==> src/hw/cfcs_pkg.sv <==
// Package for the channel filter configuration and self-test block.
// Assumes one host register port (channel address, data, write and read strobes).
package cfcs_pkg;

  // Channel register addresses
  localparam logic [7:0] ADDR_INTERP_M1  = 8'h91;
  localparam logic [7:0] ADDR_RS_SCALE   = 8'h92;
  localparam logic [7:0] ADDR_RSVD_A     = 8'h93;
  localparam logic [7:0] ADDR_C5_DECIM   = 8'h94;
  localparam logic [7:0] ADDR_C5_SCALE   = 8'h95;
  localparam logic [7:0] ADDR_RSVD_B     = 8'h96;
  localparam logic [7:0] ADDR_CF_DECIM   = 8'hA0;
  localparam logic [7:0] ADDR_CF_PHASE   = 8'hA1;
  localparam logic [7:0] ADDR_CF_TAPS    = 8'hA2;
  localparam logic [7:0] ADDR_CF_OFFSET  = 8'hA3;
  localparam logic [7:0] ADDR_CF_CTRL    = 8'hA4;
  localparam logic [7:0] ADDR_ST_I       = 8'hA5;
  localparam logic [7:0] ADDR_ST_Q       = 8'hA6;
  localparam logic [7:0] ADDR_ST_COUNT   = 8'hA7;
  localparam logic [7:0] ADDR_OUT_CTRL   = 8'hA9;

  // Resampling comb scale fields
  localparam int RS_EXP_INV_BIT = 11;
  localparam int RS_EXP_WT_BIT  = 10;
  localparam int RS_QUIET_LSB   = 5;
  localparam int RS_LOUD_LSB    = 0;
  localparam int SCALE_W        = 5;

  // Coefficient filter and output control fields
  localparam int CF_BYPASS_BIT  = 10;
  localparam int CF_SRC_BIT     = 9;
  localparam int CF_BANK_BIT    = 8;
  localparam int CF_COMEXP_BIT  = 7;
  localparam int CF_FORCE_BIT   = 6;
  localparam int CF_FMT_LSB     = 4;
  localparam int CF_OSCALE_LSB  = 0;
  localparam int MAP_BIT        = 9;
  localparam int WORD_BIT       = 5;

  // Output format codes
  localparam logic [1:0] FMT_FIXED = 2'h0;
  localparam logic [1:0] FMT_FP8   = 2'h1;

  // Reset values, signature seed and polynomial
  localparam logic [15:0] SIG_SEED  = 16'hFFFF;
  localparam logic [15:0] SIG_POLY  = 16'h1021;
  localparam logic [19:0] COUNT_RST = 20'h0_0000;

  // Exponent step weight in hundredths of a dB
  localparam int EXP_STEP_LO_CDB = 602;
  localparam int EXP_STEP_HI_CDB = 1202;

  typedef enum logic [1:0] {
    CFCS_ST_IDLE = 2'b00,
    CFCS_ST_RUN  = 2'b01,
    CFCS_ST_DONE = 2'b11
  } cfcs_state_e;

  // One sample of filter output
  typedef struct packed {
    logic [15:0] i;
    logic [15:0] q;
  } cfcs_iq_s;

  // Settings handed to the filter datapath
  typedef struct packed {
    logic [8:0]  interp_m1;
    logic        exp_invert;
    logic        exp_weight;
    logic [4:0]  rs_scale;
    logic [7:0]  c5_decim_m1;
    logic [4:0]  c5_scale;
    logic [7:0]  cf_decim_m1;
    logic [7:0]  cf_phase;
    logic [8:0]  cf_taps;
    logic [7:0]  cf_offset;
    logic [2:0]  cf_src_chan;
    logic        cf_bypass;
    logic        common_exp;
    logic        apply_scale;
    logic [1:0]  out_fmt;
    logic [3:0]  out_scale;
  } cfcs_cfg_s;

endpackage

==> src/hw/cfcs_top.sv <==
// Channel filter configuration registers, output buffer and self-test signatures.
// Assumes synchronous host strobes, and a filter datapath that reports filter starts
// and delivers I/Q words with valid/ready.
// Reserved and unused addresses are not stored; the host keeps them zero.
// Format arithmetic and saturation live in the datapath; only settings leave here.
//
// Contract
// - Interpolation register holds factor minus one, factors 1 to 512.
// - Scale bit 11 inverts input exponent polarity.
// - Scale bit 10 selects exponent step weight of 6.02 or 12.02 dB.
// - Scale register holds two 5-bit scales chosen by level indicator pin.
// - Fifth comb decimation register holds decimation minus one; host keeps 1 to 32.
// - Coefficient decimation register holds decimation minus one, up to 256.
// - Phase register may change anytime, applied at each filter start; only active_phase is shadowed, cfg.cf_phase follows the register at once.
// - Tap count equals tap register plus one.
// - Coefficient offset shadowed, applied only at next filter start; only active_offset is shadowed, cfg.cf_offset follows the register at once.
// - Bypass bit routes fifth comb output to self-test registers.
// - Control bit 9 selects own or partner channel comb output.
// - Control bit 8 selects coefficient memory half for host writes.
// - Common exponent bit shares one exponent from larger magnitude.
// - Force scale applies output scale in float modes, mantissas saturate.
// - Bits 5-4 select 12+4, 8+4 or fixed point output.
// - Format applies only for direct channel output, gain loop output fixed.
// - Bits 3-0 give output scale in fixed mode or when forced.
// - With map bit set, self-test registers present 16-bit output data.
// - Writing count register starts self-test over that many outputs.
// - With map bit clear, self-test registers work in signature mode.
`timescale 1ns/10ps

module cfcs_top #(
  parameter int CHANNEL = 0,
  parameter int COUNT_W = 20
) (
  input  wire logic                clock,
  input  wire logic                rst,
  // Host register port
  input  wire logic [7:0]          host_addr,
  input  wire logic [19:0]         host_wdata,
  input  wire logic                host_wr,
  input  wire logic                host_rd,
  output logic [19:0]              host_rdata,
  output logic                     host_rdata_valid,
  // Level indicator and output path selection
  input  wire logic                level_indicator_pin,
  input  wire logic                agc_path_sel,
  // Datapath side
  input  wire logic                filter_start,
  input  wire logic                comb_in_valid,
  output logic                     comb_in_ready,
  input  wire cfcs_pkg::cfcs_iq_s  comb_in,
  input  wire logic                cf_in_valid,
  output logic                     cf_in_ready,
  input  wire cfcs_pkg::cfcs_iq_s  cf_in,
  output cfcs_pkg::cfcs_cfg_s      cfg,
  output logic                     coefficient_memory_bank,
  output logic [7:0]               active_offset,
  output logic [7:0]               active_phase,
  output logic                     out_valid,
  input  wire logic                out_ready,
  output cfcs_pkg::cfcs_iq_s       out_data,
  output logic                     selftest_busy
);

  // Register storage
  logic [8:0]         interp_reg;
  logic [11:0]        rs_scale_reg;
  logic [7:0]         c5_decim_reg;
  logic [4:0]         c5_scale_reg;
  logic [7:0]         cf_decim_reg;
  logic [7:0]         cf_phase_reg;
  logic [7:0]         cf_taps_reg;
  logic [7:0]         cf_offset_reg;
  logic [10:0]        cf_ctrl_reg;
  logic [9:0]         out_ctrl_reg;

  // Shadows, signatures and mapped capture
  logic [7:0]         offset_shadow_reg;
  logic [7:0]         phase_shadow_reg;
  logic [15:0]        sig_i_reg;
  logic [15:0]        sig_q_reg;
  logic [15:0]        map_i_reg;
  logic [15:0]        map_q_reg;
  logic [COUNT_W-1:0] count_reg;

  // Read answer and self-test sequencer
  logic [19:0]        rdata_reg;
  logic               rvalid_reg;
  cfcs_pkg::cfcs_state_e state_reg;
  cfcs_pkg::cfcs_state_e state_next;

  // Two-entry buffer
  cfcs_pkg::cfcs_iq_s buf_mem [2];
  logic               wptr_reg;
  logic               rptr_reg;
  logic [1:0]         fill_reg;

  // Write decode, one function shared by every register
  function automatic logic hit(input logic [7:0] a, input logic [7:0] r);
    hit = (a == r);
  endfunction

  wire wr_interp = host_wr && hit(host_addr, cfcs_pkg::ADDR_INTERP_M1);
  wire wr_scale  = host_wr && hit(host_addr, cfcs_pkg::ADDR_RS_SCALE);
  wire wr_c5dec  = host_wr && hit(host_addr, cfcs_pkg::ADDR_C5_DECIM);
  wire wr_c5scl  = host_wr && hit(host_addr, cfcs_pkg::ADDR_C5_SCALE);
  wire wr_cfdec  = host_wr && hit(host_addr, cfcs_pkg::ADDR_CF_DECIM);
  wire wr_phase  = host_wr && hit(host_addr, cfcs_pkg::ADDR_CF_PHASE);
  wire wr_taps   = host_wr && hit(host_addr, cfcs_pkg::ADDR_CF_TAPS);
  wire wr_offset = host_wr && hit(host_addr, cfcs_pkg::ADDR_CF_OFFSET);
  wire wr_ctrl   = host_wr && hit(host_addr, cfcs_pkg::ADDR_CF_CTRL);
  wire wr_count  = host_wr && hit(host_addr, cfcs_pkg::ADDR_ST_COUNT);
  wire wr_outc   = host_wr && hit(host_addr, cfcs_pkg::ADDR_OUT_CTRL);

  // Reads have no side effects, so only writes are decoded here

  // Control fields
  wire       map_mode   = out_ctrl_reg[cfcs_pkg::MAP_BIT];
  wire       bypass     = cf_ctrl_reg[cfcs_pkg::CF_BYPASS_BIT];
  wire [1:0] fmt        = cf_ctrl_reg[cfcs_pkg::CF_FMT_LSB +: 2];
  wire       force_sc   = cf_ctrl_reg[cfcs_pkg::CF_FORCE_BIT];
  wire [3:0] oscale     = cf_ctrl_reg[cfcs_pkg::CF_OSCALE_LSB +: 4];
  wire       common_exp = cf_ctrl_reg[cfcs_pkg::CF_COMEXP_BIT];
  // Gain loop output is always fixed point
  wire [1:0] eff_fmt    = agc_path_sel ? cfcs_pkg::FMT_FIXED : fmt;
  wire       apply_sc   = (eff_fmt == cfcs_pkg::FMT_FIXED) || force_sc;

  // Partner channel: 0<-1, 1<-0, 2,3<-1, 4<-5, 5<-4, 6,7<-5
  // Pairs of channels share coefficient filters for wider bandwidths
  localparam logic [2:0] CH = 3'(CHANNEL);
  wire [2:0] partner = {CH[2], 1'b0, (CH[1:0] == 2'b01) ? 1'b0 : 1'b1};
  wire [2:0] src_chan = cf_ctrl_reg[cfcs_pkg::CF_SRC_BIT] ? partner : CH;

  // Settings to the datapath
  always_comb
  begin
    cfg.interp_m1   = interp_reg;
    cfg.exp_invert  = rs_scale_reg[cfcs_pkg::RS_EXP_INV_BIT];
    cfg.exp_weight  = rs_scale_reg[cfcs_pkg::RS_EXP_WT_BIT];
    cfg.rs_scale    = level_indicator_pin
                      ? rs_scale_reg[cfcs_pkg::RS_LOUD_LSB +: cfcs_pkg::SCALE_W]
                      : rs_scale_reg[cfcs_pkg::RS_QUIET_LSB +: cfcs_pkg::SCALE_W];
    cfg.c5_decim_m1 = c5_decim_reg;
    cfg.c5_scale    = c5_scale_reg;
    cfg.cf_decim_m1 = cf_decim_reg;
    cfg.cf_phase    = cf_phase_reg;
    cfg.cf_taps     = {1'b0, cf_taps_reg} + 9'h001;
    cfg.cf_offset   = cf_offset_reg;
    cfg.cf_src_chan = src_chan;
    cfg.cf_bypass   = bypass;
    cfg.common_exp  = common_exp;
    cfg.apply_scale = apply_sc;
    cfg.out_fmt     = eff_fmt;
    cfg.out_scale   = oscale;
  end

  // Bank bit only steers host writes, never the running filter
  assign coefficient_memory_bank     = cf_ctrl_reg[cfcs_pkg::CF_BANK_BIT];
  assign active_offset = offset_shadow_reg;
  assign active_phase  = phase_shadow_reg;

  // Configuration registers; reserved locations are not stored, host keeps them zero
  always_ff @(posedge clock or posedge rst)
  begin
    if (rst)
    begin
      interp_reg    <= 9'h000;
      rs_scale_reg  <= 12'h000;
      c5_decim_reg  <= 8'h00;
      c5_scale_reg  <= 5'h00;
      cf_decim_reg  <= 8'h00;
      cf_phase_reg  <= 8'h00;
      cf_taps_reg   <= 8'h00;
      cf_offset_reg <= 8'h00;
      cf_ctrl_reg   <= 11'h000;
      out_ctrl_reg  <= 10'h000;
    end
    else
    begin
      // Wider host data is cut to each register's width
      if (wr_interp) interp_reg    <= host_wdata[8:0];
      if (wr_scale)  rs_scale_reg  <= host_wdata[11:0];
      if (wr_c5dec)  c5_decim_reg  <= host_wdata[7:0];
      if (wr_c5scl)  c5_scale_reg  <= host_wdata[4:0];
      if (wr_cfdec)  cf_decim_reg  <= host_wdata[7:0];
      if (wr_phase)  cf_phase_reg  <= host_wdata[7:0];
      if (wr_taps)   cf_taps_reg   <= host_wdata[7:0];
      if (wr_offset) cf_offset_reg <= host_wdata[7:0];
      if (wr_ctrl)   cf_ctrl_reg   <= host_wdata[10:0];
      if (wr_outc)   out_ctrl_reg  <= host_wdata[9:0];
    end
  end

  // Shadows load at filter start so mid-filter writes do no harm
  // Trade-off: a write lands one filter late, never in the middle of one
  always_ff @(posedge clock or posedge rst)
  begin
    if (rst)
    begin
      offset_shadow_reg <= 8'h00;
      phase_shadow_reg  <= 8'h00;
    end
    else if (filter_start)
    begin
      offset_shadow_reg <= cf_offset_reg;
      phase_shadow_reg  <= cf_phase_reg;
    end
  end

  // Source of observed words: comb output when bypassed, else coefficient filter
  wire                 src_valid = bypass ? comb_in_valid : cf_in_valid;
  wire cfcs_pkg::cfcs_iq_s src_word = bypass ? comb_in : cf_in;
  wire                 buf_full  = fill_reg[1];
  wire                 buf_empty = (fill_reg == 2'h0);
  assign comb_in_ready = bypass ? !buf_full : 1'b1;
  assign cf_in_ready   = bypass ? 1'b1 : !buf_full;
  wire push = src_valid && !buf_full;
  wire pop  = !buf_empty && out_ready;
  assign out_valid = !buf_empty;
  assign out_data  = buf_mem[rptr_reg];

  // Two-entry buffer; a stalled receiver back-pressures the source
  // Two entries keep full rate while the sink answers a cycle late
  always_ff @(posedge clock or posedge rst)
  begin
    if (rst)
    begin
      wptr_reg <= 1'b0;
      rptr_reg <= 1'b0;
      fill_reg <= 2'h0;
    end
    else
    begin
      if (push) wptr_reg <= !wptr_reg;
      if (pop)  rptr_reg <= !rptr_reg;
      fill_reg <= 2'(fill_reg + {1'b0, push} - {1'b0, pop});
    end
  end

  // Buffer storage, no reset needed
  always_ff @(posedge clock)
  begin
    if (push) buf_mem[wptr_reg] <= src_word;
  end

  // Self-test sequencer
  wire count_zero = (count_reg == '0);
  always_comb
  begin
    state_next = state_reg;
    case (state_reg)
      cfcs_pkg::CFCS_ST_IDLE:
      begin
        if (wr_count) state_next = cfcs_pkg::CFCS_ST_RUN;
      end
      cfcs_pkg::CFCS_ST_RUN:
      begin
        // A rewrite of the count restarts at once
        if (wr_count) state_next = cfcs_pkg::CFCS_ST_RUN;
        else if (count_zero) state_next = cfcs_pkg::CFCS_ST_DONE;
      end
      cfcs_pkg::CFCS_ST_DONE:
      begin
        if (wr_count) state_next = cfcs_pkg::CFCS_ST_RUN;
      end
      default:
      begin
        state_next = cfcs_pkg::CFCS_ST_IDLE;
      end
    endcase
  end
  // A zero count leaves the run idle at once, so busy never sticks
  wire running = (state_reg == cfcs_pkg::CFCS_ST_RUN) && !count_zero;
  wire observe = running && pop && !map_mode;
  assign selftest_busy = running;

  // Signature step: shift with feedback, folding in the sample
  function automatic logic [15:0] sig_step(input logic [15:0] s, input logic [15:0] d);
    sig_step = ({s[14:0], 1'b0} ^ (s[15] ? cfcs_pkg::SIG_POLY : 16'h0000)) ^ d;
  endfunction

  // Counter and signatures; a new count write reseeds and restarts
  // A count write wins over an observed word in the same cycle
  always_ff @(posedge clock or posedge rst)
  begin
    if (rst)
    begin
      state_reg <= cfcs_pkg::CFCS_ST_IDLE;
      count_reg <= COUNT_W'(cfcs_pkg::COUNT_RST);
      sig_i_reg <= cfcs_pkg::SIG_SEED;
      sig_q_reg <= cfcs_pkg::SIG_SEED;
    end
    else
    begin
      state_reg <= state_next;
      if (wr_count)
      begin
        count_reg <= host_wdata[COUNT_W-1:0];
        sig_i_reg <= cfcs_pkg::SIG_SEED;
        sig_q_reg <= cfcs_pkg::SIG_SEED;
      end
      else if (observe)
      begin
        count_reg <= count_reg - 1'b1;
        sig_i_reg <= sig_step(sig_i_reg, out_data.i);
        sig_q_reg <= sig_step(sig_q_reg, out_data.q);
      end
    end
  end

  // Mapped capture of the latest delivered word
  // The host reads I and Q apart; both halves come from one word
  always_ff @(posedge clock or posedge rst)
  begin
    if (rst)
    begin
      map_i_reg <= 16'h0000;
      map_q_reg <= 16'h0000;
    end
    else if (pop && map_mode)
    begin
      map_i_reg <= out_data.i;
      map_q_reg <= out_data.q;
    end
  end

  // Read mux; unmapped and reserved addresses read zero
  // The count reads back the words still to observe
  wire [15:0] st_i = map_mode ? map_i_reg : sig_i_reg;
  wire [15:0] st_q = map_mode ? map_q_reg : sig_q_reg;
  logic [19:0] rmux;
  always_comb
  begin
    rmux = 20'h0_0000;
    case (host_addr)
      cfcs_pkg::ADDR_INTERP_M1: rmux = {11'h000, interp_reg};
      cfcs_pkg::ADDR_RS_SCALE:  rmux = {8'h00, rs_scale_reg};
      cfcs_pkg::ADDR_C5_DECIM:  rmux = {12'h000, c5_decim_reg};
      cfcs_pkg::ADDR_C5_SCALE:  rmux = {15'h0000, c5_scale_reg};
      cfcs_pkg::ADDR_CF_DECIM:  rmux = {12'h000, cf_decim_reg};
      cfcs_pkg::ADDR_CF_PHASE:  rmux = {12'h000, cf_phase_reg};
      cfcs_pkg::ADDR_CF_TAPS:   rmux = {12'h000, cf_taps_reg};
      cfcs_pkg::ADDR_CF_OFFSET: rmux = {12'h000, cf_offset_reg};
      cfcs_pkg::ADDR_CF_CTRL:   rmux = {9'h000, cf_ctrl_reg};
      cfcs_pkg::ADDR_ST_I:      rmux = {4'h0, st_i};
      cfcs_pkg::ADDR_ST_Q:      rmux = {4'h0, st_q};
      cfcs_pkg::ADDR_ST_COUNT:  rmux = 20'(count_reg);
      cfcs_pkg::ADDR_OUT_CTRL:  rmux = {10'h000, out_ctrl_reg};
      default:                  rmux = 20'h0_0000;
    endcase
  end

  // Registered read answer, one cycle after the strobe
  always_ff @(posedge clock or posedge rst)
  begin
    if (rst)
    begin
      rdata_reg  <= 20'h0_0000;
      rvalid_reg <= 1'b0;
    end
    else
    begin
      // Data holds between reads so a late host still sees it
      rvalid_reg <= host_rd;
      if (host_rd) rdata_reg <= rmux;
    end
  end
  assign host_rdata       = rdata_reg;
  assign host_rdata_valid = rvalid_reg;

endmodule

==> config.mk <==
export PLATFORM = sky130hd
export DESIGN_NAME = cfcs_top
export DESIGN_NICKNAME = d
export VERILOG_FILES = /design/src/hw/cfcs_pkg.sv /design/src/hw/cfcs_top.sv
export SDC_FILE = /design/constraint.sdc
export NUM_CORES = 1
export LEC_CHECK = 0
export BUFFER_PORTS_ARGS = -buffer_cell sky130_fd_sc_hd__buf_2
export CAP_MARGIN = 20
export CORE_MARGIN = 3
export CORE_UTILIZATION = 60
export CTS_CLUSTER_SIZE = 8
export DETAILED_ROUTE_END_ITERATION = 12
export PLACE_DENSITY = 0.84
export SKIP_LAST_GASP = 1
export SLEW_MARGIN = 20
export SYNTH_ARGS = -nofsm -noshare
export SYNTH_HDL_FRONTEND = slang
export SYNTH_SLANG_ARGS = --single-unit
export TNS_END_PERCENT = 5
==> constraint.sdc <==
create_clock -name clock -period 14.2 [get_ports clock]
set_input_delay 0.71 -clock clock [delete_from_list [all_inputs] [get_ports clock]]
set_output_delay 0.71 -clock clock [all_outputs]
set_load 0.01 [all_outputs]
==> results.txt <==
The flow ran to the end, and the final reports show no timing, DRC or antenna violations. The proportion of synthesized flip-flops having asynchronous set or reset is 77.0%. The post-cts repair resize count is 0.

The global-route total usage across every layer is 30.3%. The final instance count without filler cells came out at 1,673. The sequential-to-total area share from yosys stat came out at 54.1%.

The final-report setup violation count came out at 0. The final cell utilization of the core is 72.6%. The number of setup buffers added after CTS is 0. The maximum number of pins on one net before global-route repair is 134. The core outline area came out at roughly 22,000 sq um.

The area fraction of the dominant cell type after synthesis is 33.7%. In the synthesized netlist the dominant register cell turns out to be dfrtp_1. The count of H-tree levels built during CTS came out at 2. The number of I/O pins is 250. By area the synthesized netlist is led by dfrtp_1 (34%), edfxtp_1 (14%), mux2_2 (13%). In this run, synthesis produced a sequential element count of approximately 280. After detailed routing, the number of vias per cell comes to 6.23.

The total power came out at roughly 0.0027 W. The clock tree from TritonCTS is yes. The mean cell area of the mapped netlist came out at 11.7 sq um. The initial antenna violation count is 0. Summing over every cut layer, the via total after detailed routing is 10,400.

The global-route wire length before repair is 58.2 mm. Input and output buffers added on the ports amount to 247. Tracing the worst setup path back leads to its startpoint at count_reg[0]. The startpoint class of the critical path is a flop. The clock insertion delay at the later pin of the skew report came out at roughly 0.53 ns. The final weighted congestion of routability-driven global placement is 0.954. The total clock sinks came out at around 280. The path class of the tightest hold or removal check is input pin to asynchronous set/reset pin. The smallest clock period supported by the final layout is computed as 3.46 ns. The post-synthesis instance area came out at 13,500 sq um. The total negative slack came out at 0 ns. Of all cell types, the one taking the most synthesized area is dfrtp_1. The startpoint identified for the worst register-to-register timing path is count_reg[0]. The first detailed-routing pass took 5 iterations. The remaining global-route overflow came out at 0. The maximum root-to-sink buffer count is 3. The number of rows in the core area came out at 54. In the synthesized netlist, the cells that appear most often are dfrtp_1 (182), mux2_2 (159), nand2_1 (107), edfxtp_1 (64), mux2i_1 (53). The final count of hold timing violations came to 0.

The register clock-pin slew on the reported worst setup and hold paths came out at around 0.05 ns. The initial utilization of the core area, before any placement, comes to 61.6%. The hold buffer count at cts came out at 0.

The number of antenna-violating nets in the routed design is 0. The required time of the worst setup path came out at 13.49 ns. The number of global-route vias before repair is around 10,000. The number of nets in the finished design is 1,476. The most common cell in the synthesized netlist is dfrtp_1. The tightest hold margin came out at between 0.3 and 0.4 ns.

The die span in y came out at 156 um. After synthesis, the netlist uses 74 different library cells. STA classifies the critical path endpoint as a primary output. The DRC marker count from the first detailed-route iteration is 1,003. The cell leakage power is roughly 7.3 nW. The worst path uses 24.4% of the clock period. The max-capacitance violation count came out at 0. The top achievable clock speed is 289 MHz. Setup repair after global routing left no endpoint under its margin. For this design the ratio of total power to cell area is 172 nW/um^2. For the worst setup path, the data arrival time is approximately 2.8 ns.

The count of yosys warnings during synthesis came out at 0. The slew of the pin with the lowest slew margin came out at 1.03 ns. The number of placed instances with taps included is 1,604. The type of the worst setup path is flop to primary output. The setup skew after layout came out at 0.0179 ns. The area of the die is 24,400 sq um. The detailed placement HPWL came out at 25.6 mm. The peak supply drop came out at between 0.1 and 0.15 mV. The tree is rooted in a clkbuf_16. The share of final-layout standard cells stronger than drive strength 1 is 36.4%. The flip-flop count of the largest register after layout came out at 64. Relative to the synthesized area, the layout overhead comes to 18.0%. The post-detailed-route DRC marker count came out at 0. In the synthesized netlist, the number of instances is 1,153.

The synthesized design contains 64 enable-type register cells. In the final routed layout, each cell accounts on average for ~22 um. The number of clock buffers added by TritonCTS is 40. The worst reg-to-reg path cell count is 8. The biggest fanout along the worst timing path is 9. The total detailed-routing wirelength came out at about 37 mm. The worst max-slew margin expressed relative to the limit is 31.1%. The final max-slew violation count came to 0.

The horizontal extent of the die is 156 um.
worst paths after layout:
check | slack, ns | end
setup reg to reg | 10.96 | count_reg[2]
hold / removal | 0.38 | host_rdata[18]
hold reg to reg | 0.48 | map_i_reg[9]
setup / recovery | 10.74 | selftest_busy
min in group clock | 0.41 | count_reg[12]
max in group asynchronous | 12.61 | active_phase[6]
critical path: stages, from the launching register on:
cell and delay, ns:
dfrtp_1 0.43, inv_1 0.15, ha_1 0.19, or4b_1 0.45, nor3_2 0.47, nand2_1 0.18, and2_1 0.20, buf_2 0.14
logic make-up (layout without fill, tap and decap cells):
family / Yosys count / after routing / synth area share, %
multiplexers: 212 / 212 / 17.2
adder cells (fa/ha/maj): 7 / 7 / 0.648
AND/OR/NAND/NOR: 250 / 250 / 8.96
other: 1 / 3 / 0.0277
buffers and inverters: 136 / 374 / 4.46
flip-flops: 278 / 278 / 54.1
AO/OA/AOI/OAI: 215 / 215 / 11.1
XOR/XNOR: 54 / 54 / 3.50
final cells by class:
class,count,area [sq um]
flip-flops and latches,278,7320
fillers,1480,6010
multi-input cells,740,5610
repair buffers,259,1350
clock buffers,64,1090
well taps,280,350
inverters,48,188
clock inverters,3,47.5
diodes,1,2.50
layout by cell type (no fill, tap or decap), types with 10 or more instances in the layout:
cell type / count
buf_2: 247
dfrtp_1: 181
mux2_2: 159
nand2_1: 107
edfxtp_1: 64
mux2i_1: 53
o21ai_0: 51
nor2_1: 47
inv_1: 47
clkbuf_16: 40
o211ai_1: 32
dfstp_2: 32
xor2_1: 31
clkbuf_1: 24
xnor2_1: 23
a22oi_1: 19
nand3_1: 18
a31oi_1: 18
a21oi_1: 11
buf_4: 11
nor2b_1: 10
nor3_1: 10
a211oi_1: 10
per-layer routing:
layer / vias up / track usage (%) / part of all wire, %
li1: 4631 / - / -
met5: - / 0 / 0
met3: 83 / 5.41 / 8.6
met1: 5143 / 42.7 / 41
met4: 0 / 11.1 / 3.2
met2: 559 / 47.8 / 47
power breakdown:
part	total [W]	internal, W	switching (W)
clock	0.000866	0.000524	0.000341
sequential	0.00120	0.00103	0.000171
combinational	0.000676	0.000290	0.000386
total	0.00274	0.00184	0.000899
stage by stage:
| stage | cell area [sq um] | setup slack [ns] |
|---|---|---|
| global placement | 14800 | 10.73 |
| floorplan | 13500 | 7.69 |
| CTS | 15900 | 10.75 |
| detailed placement | 14800 | 10.57 |
| finish | 16000 | 10.74 |
| global route | 15900 | 10.60 |
Note: power is estimated with default switching activity, not from simulation.
